[src/supervisor_defines.vh]
// Constants for the supply supervisor, reset stretcher and watchdog.
// Assumes a 40 MHz system clock; included by supervisor.v.
`ifndef SUPERVISOR_DEFINES_VH
`define SUPERVISOR_DEFINES_VH

`define CLK_HZ            40000000
// Internal time base tick rate in Hz.
`define TICK_HZ           30000
`define TICK_DIV          (`CLK_HZ / `TICK_HZ)
// Reset pulse width, internal base: 100 ms typical, 50 ms least.
`define RST_MS            100
`define RST_INT_TICKS     ((`RST_MS * `TICK_HZ + 999) / 1000)
// External clock counts.
`define RST_EXT_CLKS      641
`define WD_FIRST_EXT_CLKS 20480
`define WD_EXT_CLKS       5120
// Internal watchdog periods in ms.
`define WD_FIRST_MS       2700
`define WD_FIRST_INT_TICKS ((`WD_FIRST_MS * `TICK_HZ) / 1000)
`define WD_INT_MS         170
`define WD_INT_TICKS      ((`WD_INT_MS * `TICK_HZ) / 1000)
// Early warning qualification samples.
`define NMI_SAMPLES       3
// Pushbutton debounce ticks.
`define PB_TICKS          600
// Strobe open detect: ticks without a low level.
`define OPEN_TICKS        24'h3FFFFF

`endif

[src/supervisor.v]
// Supply supervisor: reset generation, watchdog, early warning, SRAM gate.
// Assumes comparator results arrive as digital levels from analog logic.
// Overview of operation
// - Supply low drives the threshold flag and both resets active.
// - The threshold flag clears as soon as supply low clears.
// - Resets stay active at least 50 ms, nominally 100 ms, afterwards.
// - A falling strobe edge restarts the watchdog count from zero.
// - A watchdog expiry forces both reset outputs active.
// - The watchdog status output goes low once a timeout has occurred.
// - A debounced pushbutton press on the button input requests a reset.
// - The select input picks internal or external time base.
// - Supply out of tolerance raises the power fail flag with reset.
// - Supply out of tolerance holds the SRAM enable inactive.
// - An SRAM cycle in progress at supply fail completes first.
// - Early warning below threshold drives the interrupt low.
// - Watchdog status holds until a strobe edge or open strobe; supply low forces it low.
// - The watchdog counts only while both resets are inactive.
// - The interrupt needs three consecutive low samples at 30 kHz.
`include "supervisor_defines.vh"
`timescale 1ns/10ps
`default_nettype none

module supervisor #(
    parameter WD_FIRST_INT = `WD_FIRST_INT_TICKS,
    parameter WD_INT       = `WD_INT_TICKS,
    parameter RST_INT      = `RST_INT_TICKS,
    parameter PB_TICKS     = `PB_TICKS,
    parameter OPEN_TICKS   = `OPEN_TICKS
) (
    // Clock and reset.
    input  wire clock_i,
    input  wire nrst_i,
    // Comparator results.
    input  wire supply_low_i,
    input  wire early_warn_low_i,
    // Time base.
    input  wire timebase_clock_input_i,
    input  wire timebase_select_i,
    // Watchdog and pushbutton.
    input  wire watchdog_kick_n_i,
    input  wire watchdog_kick_open_i,
    input  wire button_n_i,
    // SRAM enable.
    input  wire sram_enable_in_n_i,
    // Outputs.
    output reg  reset_o,
    output reg  reset_n_o,
    output reg  reset_threshold_flag_n_o,
    output reg  power_fail_flag_o,
    output reg  nmi_n_o,
    output reg  watchdog_tripped_n_o,
    output reg  sram_enable_out_n_o
);

    reg  [1:0]  low_sync_r;
    reg  [1:0]  warn_sync_r;
    reg  [1:0]  osc_sync_r;
    reg  [1:0]  kick_sync_r;
    reg  [1:0]  btn_sync_r;
    reg  [1:0]  ce_sync_r;
    reg         osc_d_r;
    reg         kick_d_r;
    reg  [15:0] div_r;
    reg         int_tick_r;
    reg  [23:0] rst_cnt_r;
    reg  [23:0] wd_cnt_r;
    reg  [23:0] open_cnt_r;
    reg  [15:0] pb_cnt_r;
    reg  [1:0]  nmi_cnt_r;
    reg         rst_act_r;
    reg         first_r;
    reg         wd_trip_r;
    reg         pb_press_r;
    reg         protect_r;
    wire        tick;
    wire        kick_fall;
    wire        kick_open;
    wire        supply_low;
    wire [23:0] rst_len;
    wire [23:0] wd_len;
    wire        rst_req;

    assign supply_low = low_sync_r[1];
    // External edge or internal divider tick as the time base
    assign tick = timebase_select_i ? int_tick_r
                                    : (osc_sync_r[1] & ~osc_d_r);
    assign rst_len = timebase_select_i ? RST_INT[23:0]
                                       : 24'd`RST_EXT_CLKS;
    assign wd_len = timebase_select_i ?
                    (first_r ? WD_FIRST_INT[23:0] : WD_INT[23:0]) :
                    (first_r ? 24'd`WD_FIRST_EXT_CLKS : 24'd`WD_EXT_CLKS);
    assign kick_fall = kick_d_r & ~kick_sync_r[1];
    assign kick_open = (open_cnt_r >= OPEN_TICKS[23:0]) |
                       watchdog_kick_open_i;
    assign rst_req = supply_low | pb_press_r;

    // Two-stage synchronisers
    always @(posedge clock_i or negedge nrst_i) begin
        if (!nrst_i) begin
            low_sync_r  <= 2'h3;
            warn_sync_r <= 2'h0;
            osc_sync_r  <= 2'h0;
            kick_sync_r <= 2'h3;
            btn_sync_r  <= 2'h3;
            ce_sync_r   <= 2'h3;
            osc_d_r     <= 1'b0;
            kick_d_r    <= 1'b1;
        end else begin
            low_sync_r  <= {low_sync_r[0], supply_low_i};
            warn_sync_r <= {warn_sync_r[0], early_warn_low_i};
            osc_sync_r  <= {osc_sync_r[0], timebase_clock_input_i};
            kick_sync_r <= {kick_sync_r[0], watchdog_kick_n_i};
            btn_sync_r  <= {btn_sync_r[0], button_n_i};
            ce_sync_r   <= {ce_sync_r[0], sram_enable_in_n_i};
            osc_d_r     <= osc_sync_r[1];
            kick_d_r    <= kick_sync_r[1];
        end
    end

    // Internal oscillator divider.
    always @(posedge clock_i or negedge nrst_i) begin
        if (!nrst_i) begin
            div_r      <= 16'h0000;
            int_tick_r <= 1'b0;
        end else if (div_r == `TICK_DIV - 1) begin
            div_r      <= 16'h0000;
            int_tick_r <= 1'b1;
        end else begin
            div_r      <= div_r + 16'h0001;
            int_tick_r <= 1'b0;
        end
    end

    // Pushbutton debounce and open strobe detection.
    always @(posedge clock_i or negedge nrst_i) begin
        if (!nrst_i) begin
            pb_cnt_r   <= 16'h0000;
            pb_press_r <= 1'b0;
            open_cnt_r <= 24'h000000;
        end else begin
            if (btn_sync_r[1]) begin
                pb_cnt_r   <= 16'h0000;
                pb_press_r <= 1'b0;
            end else if (pb_cnt_r >= PB_TICKS[15:0]) begin
                pb_press_r <= 1'b1;
            end else if (tick) begin
                pb_cnt_r <= pb_cnt_r + 16'h0001;
            end
            if (!kick_sync_r[1]) begin
                open_cnt_r <= 24'h000000;
            end else if (tick && !kick_open) begin
                open_cnt_r <= open_cnt_r + 24'h000001;
            end
        end
    end

    // Reset stretcher and watchdog.
    always @(posedge clock_i or negedge nrst_i) begin
        if (!nrst_i) begin
            rst_act_r <= 1'b1;
            rst_cnt_r <= 24'h000000;
            wd_cnt_r  <= 24'h000000;
            first_r   <= 1'b1;
            wd_trip_r <= 1'b0;
        end else begin
            if (rst_req) begin
                rst_act_r <= 1'b1; // and
                rst_cnt_r <= 24'h000000;
                first_r   <= 1'b1;
            end else if (rst_act_r) begin
                if (rst_cnt_r >= rst_len) begin
                    rst_act_r <= 1'b0;
                end else if (tick) begin
                    rst_cnt_r <= rst_cnt_r + 24'h000001;
                end
            end
            if (rst_act_r || rst_req || kick_open || kick_fall) begin
                wd_cnt_r <= 24'h000000; // and
            end else if (wd_cnt_r >= wd_len) begin
                wd_cnt_r  <= 24'h000000;
                rst_act_r <= 1'b1;
                rst_cnt_r <= 24'h000000;
                first_r   <= 1'b0;
                wd_trip_r <= 1'b1;
            end else if (tick) begin
                wd_cnt_r <= wd_cnt_r + 24'h000001;
            end
            if (kick_fall || kick_open) begin
                wd_trip_r <= 1'b0;
            end
        end
    end

    // Early warning qualification
    always @(posedge clock_i or negedge nrst_i) begin
        if (!nrst_i) begin
            nmi_cnt_r <= 2'h0;
        end else if (int_tick_r) begin
            if (!warn_sync_r[1]) begin
                nmi_cnt_r <= 2'h0;
            end else if (nmi_cnt_r != `NMI_SAMPLES) begin
                nmi_cnt_r <= nmi_cnt_r + 2'h1;
            end
        end
    end

    // SRAM write protection.
    always @(posedge clock_i or negedge nrst_i) begin
        if (!nrst_i) begin
            protect_r <= 1'b1;
        end else if (!supply_low) begin
            protect_r <= 1'b0;
        end else if (ce_sync_r[1]) begin
            protect_r <= 1'b1;
        end
    end

    // Registered outputs.
    always @(posedge clock_i or negedge nrst_i) begin
        if (!nrst_i) begin
            reset_o                  <= 1'b1;
            reset_n_o                <= 1'b0;
            reset_threshold_flag_n_o <= 1'b0;
            power_fail_flag_o        <= 1'b1;
            nmi_n_o                  <= 1'b1;
            watchdog_tripped_n_o     <= 1'b1;
            sram_enable_out_n_o      <= 1'b1;
        end else begin
            reset_o                  <= rst_act_r | rst_req;
            reset_n_o                <= ~(rst_act_r | rst_req);
            reset_threshold_flag_n_o <= ~supply_low;
            power_fail_flag_o        <= supply_low;
            nmi_n_o <= ~(nmi_cnt_r == `NMI_SAMPLES);
            watchdog_tripped_n_o     <= ~(wd_trip_r | supply_low);
            // Gate inactive when protected, else follow
            sram_enable_out_n_o <= protect_r | ce_sync_r[1];
        end
    end

endmodule
`default_nettype wire

[config.mk]
export PLATFORM = sky130hd
export DESIGN_NAME = supervisor
export DESIGN_NICKNAME = d
export VERILOG_FILES = /design/src/supervisor.v
export VERILOG_INCLUDE_DIRS = /design/src
export SDC_FILE = /design/constraint.sdc
export NUM_CORES = 1
export LEC_CHECK = 0
export BUFFER_PORTS_ARGS = -buffer_cell sky130_fd_sc_hd__buf_4
export CELL_PAD_IN_SITES_DETAIL_PLACEMENT = 1
export CELL_PAD_IN_SITES_GLOBAL_PLACEMENT = 2
export CORE_MARGIN = 3
export CORE_UTILIZATION = 42
export DETAILED_ROUTE_END_ITERATION = 7
export PLACE_DENSITY = 0.79
export SETUP_SLACK_MARGIN = 0.02
export SLEW_MARGIN = 20
export SYNTH_ARGS = -nofsm -noshare
export SYNTH_HDL_FRONTEND = slang
export SYNTH_SLANG_ARGS = --single-unit
[constraint.sdc]
create_clock -name clock_i -period 3.2 [get_ports clock_i]
set_input_delay 0.32 -clock clock_i [delete_from_list [all_inputs] [get_ports clock_i]]
set_output_delay 0.32 -clock clock_i [all_outputs]
set_load 0.005 [all_outputs]
==> results.cfg, run 1 <==
[run_status]
status = finished clean

[detailed_routing]
drt_iter0_drc = 148
dr.pass1.iters = 4
final_antenna_net_count = 0
via_per_inst = 5.22
wl_per_cell_um = 16.0
drc = 0
drt-total-wl_um = 13200
vias = 4300

[synth]
avgSynthCellArea_um2 = 10.7
synthTopCellsByCount = 116 x dfrtp_1, 80 x nor2_1, 39 x nand2_1, 38 x xnor2_1, 33 x inv_1
synthArstFlopShare_pct = 100
synth_warnings = 0
synth_adder_area_share_pct = 6.00
synth-seq-cells = 133
ys_seq_area_share_pct = 53.5
synth_edf_count = 0
synth.distinct_cells = 57
synth_area_leaders = dfrtp_1 46%, dfstp_2 7.1%, ha_1 6.0%
syn-cell-area_um2 = 6260
synth.largest_area_cell = dfrtp_1
synth_top_flop_cell = dfrtp_1
synth_top_area_share_pct = 46.4
synth-simple-area-share_pct = 22.3
synth.most_common_cell = dfrtp_1
synthMuxAreaShare_pct = 0.480
synth_compound_area_share_pct = 5.48
synth_xor_area_share_pct = 9.37
synth_top_family_by_area = simple AND/OR/NAND/NOR gates
syn_inst = 587

[worst_setup_path]
arrival_ps = 2990
worstRegToRegCells = 10
path_max_fanout = 18
endpoint_kind = flop
start_kind = flop
worstSetupPathType = reg -> reg
required_ps = 3470

[global_routing]
antenna_found_initial = 0
overflow = 0
grt_pass1_vias = 4684
grtUsageTotal_pct = 17.6
grt_max_degree = 62
grt_pass1_wl_um = 23000

[cells_and_area]
nets = 671
final_util_pct = 51.6
antennaDiodeCount = 0
drive_gt1_share_pct = 12.7
fin_area_um2 = 7320
fill_cells = 1531
finalNonFillerCells = 824
area_growth_pct = 16.9

[min_path]
worstHoldPathCells = 0
hold_class = reg -> reg

[timing]
slew_violations = 0
tightest_slew_ps = 669
fin_crit_sh_pct = 85.1
tns_ps = 0
max_freq_mhz = 367
clock_skew_ps = 13.2
fin_crit_ps = 2720
rsz0062_at_grt = no
max_slew_margin_pct = 55.4
setup_viol = 0
hold_slack_ps = 355
hold_viol = 0

[floorplanning]
io_pins = 17
coreArea_um2 = 14200
start_util_pct = 44.1
die-area_um2 = 16400
die_h_um = 128
row_count = 43
fp.dieW_um = 128

[clock_tree]
cts_tree = yes
clockBufferDepth = 2
h-tree-depth = 4
cts_root_buffer = clkbuf_16
numCtsBuffers = 17
path_clk_slew_ps = 60
post_cts_buffers = 0
insertion_delay_ps = 420
cts_sinks = 133

[run]
maxCapViolations = 0

[placement]
portBuffers = 16
dpl.hpwl_um = 9140
place_area_um2 = 6650
dp_cells = 785
gp_congestion = 0.769

[pwr]
p_per_area_nw_per_um2 = 525
leakagePower_nw = 3.32
ir_drop_uv = 377
==> layout make-up <==
type	count	area (um2)	share of cell area [%]
Inverter	33	124	1.69
Tap cell	180	225	3.08
Clock buffer	19	433	5.91
Sequential cell	133	3350	45.7
Clock inverter	13	171	2.34
Multi-Input combinational cell	415	2750	37.6
Timing Repair Buffer	31	267	3.64
==> report_power, final <==
| group | switching [mW] | internal, mW | leakage [nW] |
|---|---|---|---|
| clock | 0.767 | 1.24 | 0.289 |
| combinational | 0.0743 | 0.0403 | 1.27 |
| sequential | 0.0156 | 1.71 | 1.76 |
| total | 0.857 | 2.99 | 3.32 |
==> layer usage <==
layer | GRT usage [%] | share of wire (%) | vias to the layer above
met5 | 0 | 0 | -
met4 | 5.74 | 1.2 | 0
met3 | 4.75 | 2.4 | 16
met2 | 28.9 | 50 | 36
met1 | 22.8 | 47 | 2178
li1 | - | - | 2070
==> flip-flops by register name, summed over array words and instances, names as in the netlist, 2 cells and up <==
signal,cells
nmi_cnt_r,2
btn_sync_r,2
open_cnt_r,24
osc_sync_r,2
warn_sync_r,2
div_r,16
ce_sync_r,2
kick_sync_r,2
low_sync_r,2
rst_cnt_r,24
wd_cnt_r,24
pb_cnt_r,16
==> final timing paths <==
check,from,to,slack (ps)
setup / recovery,first_r,wd_cnt_r[15],480
hold / removal,low_sync_r[0],low_sync_r[1],360
max in group asynchronous,nrst_i,sram_enable_out_n_o,1970
setup reg to reg,first_r,wd_cnt_r[15],480
min in group asynchronous,nrst_i,rst_cnt_r[20],440
hold reg to reg,low_sync_r[0],low_sync_r[1],360
==> layout by cell type, fill, tap and decap left out, drive strengths merged, types with 2 or more instances in the layout <==
cell / Yosys / routed
dfrtp: 116 / 116
clkinvlp: 0 / 2
a2111oi: 2 / 2
xnor2: 38 / 38
a21boi: 3 / 3
nand2: 39 / 39
ha: 30 / 30
o22ai: 2 / 2
or2: 3 / 3
o21ai: 10 / 10
bufinv: 0 / 3
nand4b: 2 / 2
xor2: 29 / 29
nor2: 80 / 80
mux2i: 3 / 3
and2: 27 / 27
and4: 8 / 8
a21oi: 9 / 9
clkinv: 0 / 3
buf: 5 / 24
dfstp: 17 / 17
nand2b: 3 / 3
or3: 5 / 5
clkbuf: 6 / 19
a211oi: 5 / 5
nand4: 21 / 21
dlygate4sd3: 0 / 7
conb: 1 / 6
nor4b: 3 / 3
nor3: 9 / 9
a21o: 2 / 2
a211o: 2 / 2
nor2b: 11 / 11
and3: 18 / 18
nor4: 8 / 8
inv: 33 / 38
nand3: 23 / 23
==> logic make-up after synthesis <==
family / Yosys count
mux: 3
simple gates: 266
other cells: 1
buf+inv: 44
xor+xnor: 67
flops: 133
fa+ha+maj: 30
compound gates: 43
==> stage by stage <==
| step | worst slack, ps | power (mW) |
|---|---|---|
| finish | 476 | 3.84 |
| floorplan | 819 | 1.79 |
| detailed placement | 250 | 1.87 |
| global placement | 367 | 1.86 |
| CTS | 462 | 3.90 |
| global route | 241 | 4.00 |
==> worst max-delay path, cell delays in order (launching register included) <==
cell and delay (ps):
dfstp_2 560, inv_1 80, ha_1 200, inv_1 120, ha_1 170, nand4_1 130, o31ai_1 240, o21ai_0 140
a21boi_0 230, or3_1 580, nor2_1 130
==> what timing repair did <==
action / in CTS / in global routing
hold buffers: 7 / 0
gates resized for setup: 0 / 0
hold endpoints to repair: 62 / 0
Power figures use the tool's default switching activity.
==> run 2, diff against run 1 <==
--- a/config.mk
+++ b/config.mk
@@ -12,7 +12,7 @@
 export CORE_MARGIN = 3
 export CORE_UTILIZATION = 42
 export DETAILED_ROUTE_END_ITERATION = 7
-export PLACE_DENSITY = 0.79
+export PLACE_DENSITY_LB_ADDON = 0.1
 export SETUP_SLACK_MARGIN = 0.02
 export SLEW_MARGIN = 20
 export SYNTH_ARGS = -nofsm -noshare
==> run 2 against run 1 <==
Compared with the run above:
- clock power down 10%
- first-iteration DRC count up 24%
- flip-flop and latch count unchanged
- power down 5.4%
- maximum frequency down 0.90%
- sequential power about the same
==> results.cfg, run 2 (same netlist as run 1, synthesis figures left out) <==
[worst_setup_path]
max_stage_delay_ps = 620
worstSetupPathType = reg -> reg
start_kind = flop
endpoint_kind = flop
path_max_fanout = 18
worstRegToRegCells = 9
critPathLaunch = first_r
worstReg2RegStart = first_r
worst_r2r_endpoint = wd_cnt_r[2]
cp_cell_sequence = ha_1, inv_1, ha_1, a211oi_1, o21ai_1, o21ai_0, a21boi_0, or3_1, nor2_1
arrival_ps = 3080
reg2reg_slack_ps = 450
cpMostUsedCell = ha_1
required_ps = 3540
slowest_stage = or3_1

[pwr]
leakagePower_nw = 3.28
p_per_area_nw_per_um2 = 502
fin_total_pwr_mw = 3.64
ir_drop_uv = 492

[detailed_routing]
drc = 0
vias = 4262
dr.pass1.iters = 4
wl_per_cell_um = 16.1
via_per_inst = 5.18
drt-total-wl_um = 13200
final_antenna_net_count = 0
drt_iter0_drc = 184

[timing]
max_slew_margin_pct = 54.2
setup_viol = 0
rsz0062_at_grt = no
tightest_slew_ps = 682
max_freq_mhz = 364
fin_crit_ps = 2750
clock_skew_ps = 9.09
tns_ps = 0
fin_crit_sh_pct = 85.9
slew_violations = 0
hold_viol = 0

[clock_tree]
h-tree-depth = 4
cts_root_buffer = clkbuf_16
numCtsBuffers = 17
postCtsHoldBufs = 7
cts_tree = yes
clockBufferDepth = 2
insertion_delay_ps = 420
path_clk_slew_ps = 60
cts_sinks = 133
post_cts_buffers = 0
cts_resized = 0

[cells_and_area]
fin_area_um2 = 7250
nets = 669
layout.cells.most_common_list = 116 x dfrtp_1, 80 x nor2_1, 39 x nand2_1, 38 x xnor2_1, 33 x inv_1
drive_gt1_share_pct = 12.6
layout_commonest_cell = dfrtp_1
antennaDiodeCount = 0
reg_top3 = open_cnt_r x24, rst_cnt_r x24, wd_cnt_r x24
final_util_pct = 51.0
area_growth_pct = 15.8

[run_status]
status = finished clean

[floorplanning]
io_pins = 17
row_count = 43
die_h_um = 128
coreArea_um2 = 14200
die-area_um2 = 16400
start_util_pct = 44.1
fp.dieW_um = 128

[global_routing]
antenna_found_initial = 0
grt_max_degree = 69
overflow = 0
grtUsageTotal_pct = 18.1
grt_pass1_wl_um = 23600
grt_pass1_vias = 4703

[run]
maxCapViolations = 0

[min_path]
hp-start = osc_sync_r[0]
hold_class = reg -> reg
worstHoldPathCells = 0
hold_end = osc_sync_r[1]

[placement]
portBuffers = 16
dpl.hpwl_um = 9180
gp_congestion = 0.780
place_area_um2 = 6630
-- run 2: changes by cell type in the layout (fill, tap and decap cells not counted), sizes merged --
cell      delta
buf          -2
bufinv       -3
clkbuf       -1
clkinv       +1
clkinvlp     +1
inv          +2
-- run 2: worst max-delay path, delay by kind of cell (launching register included) --
family / cells / cell delay, ps
adders and majority gates: 2 / 430
DFF: 1 / 540
buffers and inverters: 1 / 50
AOI/OAI and AO/OA: 4 / 830
and+or+nand+nor: 2 / 820
-- run 2: layout make-up --
cell class,instances,area [um2]
inverters,33,124
repair buffers,29,251
flip-flops and latches,133,3350
well taps,180,225
clock inverters,14,118
multi-input cells,415,2750
clock buffers,18,429
fillers,1566,6950
-- run 2: layer usage --
layer  GRT usage (%)  wire (um)  vias up  part of all wire [%]
met4            5.06        153        0                   1.2
met5               0          0        -                     0
met3            4.92        282       13                   2.1
met2            30.4       6680       26                    50
li1                -          -     2066                     -
met1            23.0       6120     2157                    46
-- run 2: how the worst max path moves through the flow --
| stage | to | slack, ps | depth (start not counted) |
|---|---|---|---|
| 6_report | wd_cnt_r[2] | 450 | 9 |
| 4_1_cts | wd_cnt_r[1] | 410 | 9 |
| 2_1_floorplan | wd_cnt_r[10] | 820 | 12 |
| 3_3_place_gp | rst_cnt_r[8] | 530 | 10 |
| 5_1_grt | wd_cnt_r[1] | 160 | 9 |
| 3_5_place_dp | wd_cnt_r[9] | 410 | 11 |
-- run 2: power breakdown --
| group | internal [mW] | switching [mW] |
|---|---|---|
| Clock | 1.01 | 0.789 |
| Sequential | 1.71 | 0.0162 |
| Combinational | 0.0395 | 0.0732 |
| Total | 2.76 | 0.879 |
-- run 2: per-stage QoR --
stage / setup slack (ps) / hold WS [ps] / instances
6_report: 451 / 350 / 822
5_1_grt: 164 / 354 / 822
3_3_place_gp: 529 / 338 / 783
2_1_floorplan: 819 / 24.4 / 592
3_5_place_dp: 405 / 339 / 783
4_1_cts: 407 / 353 / 822
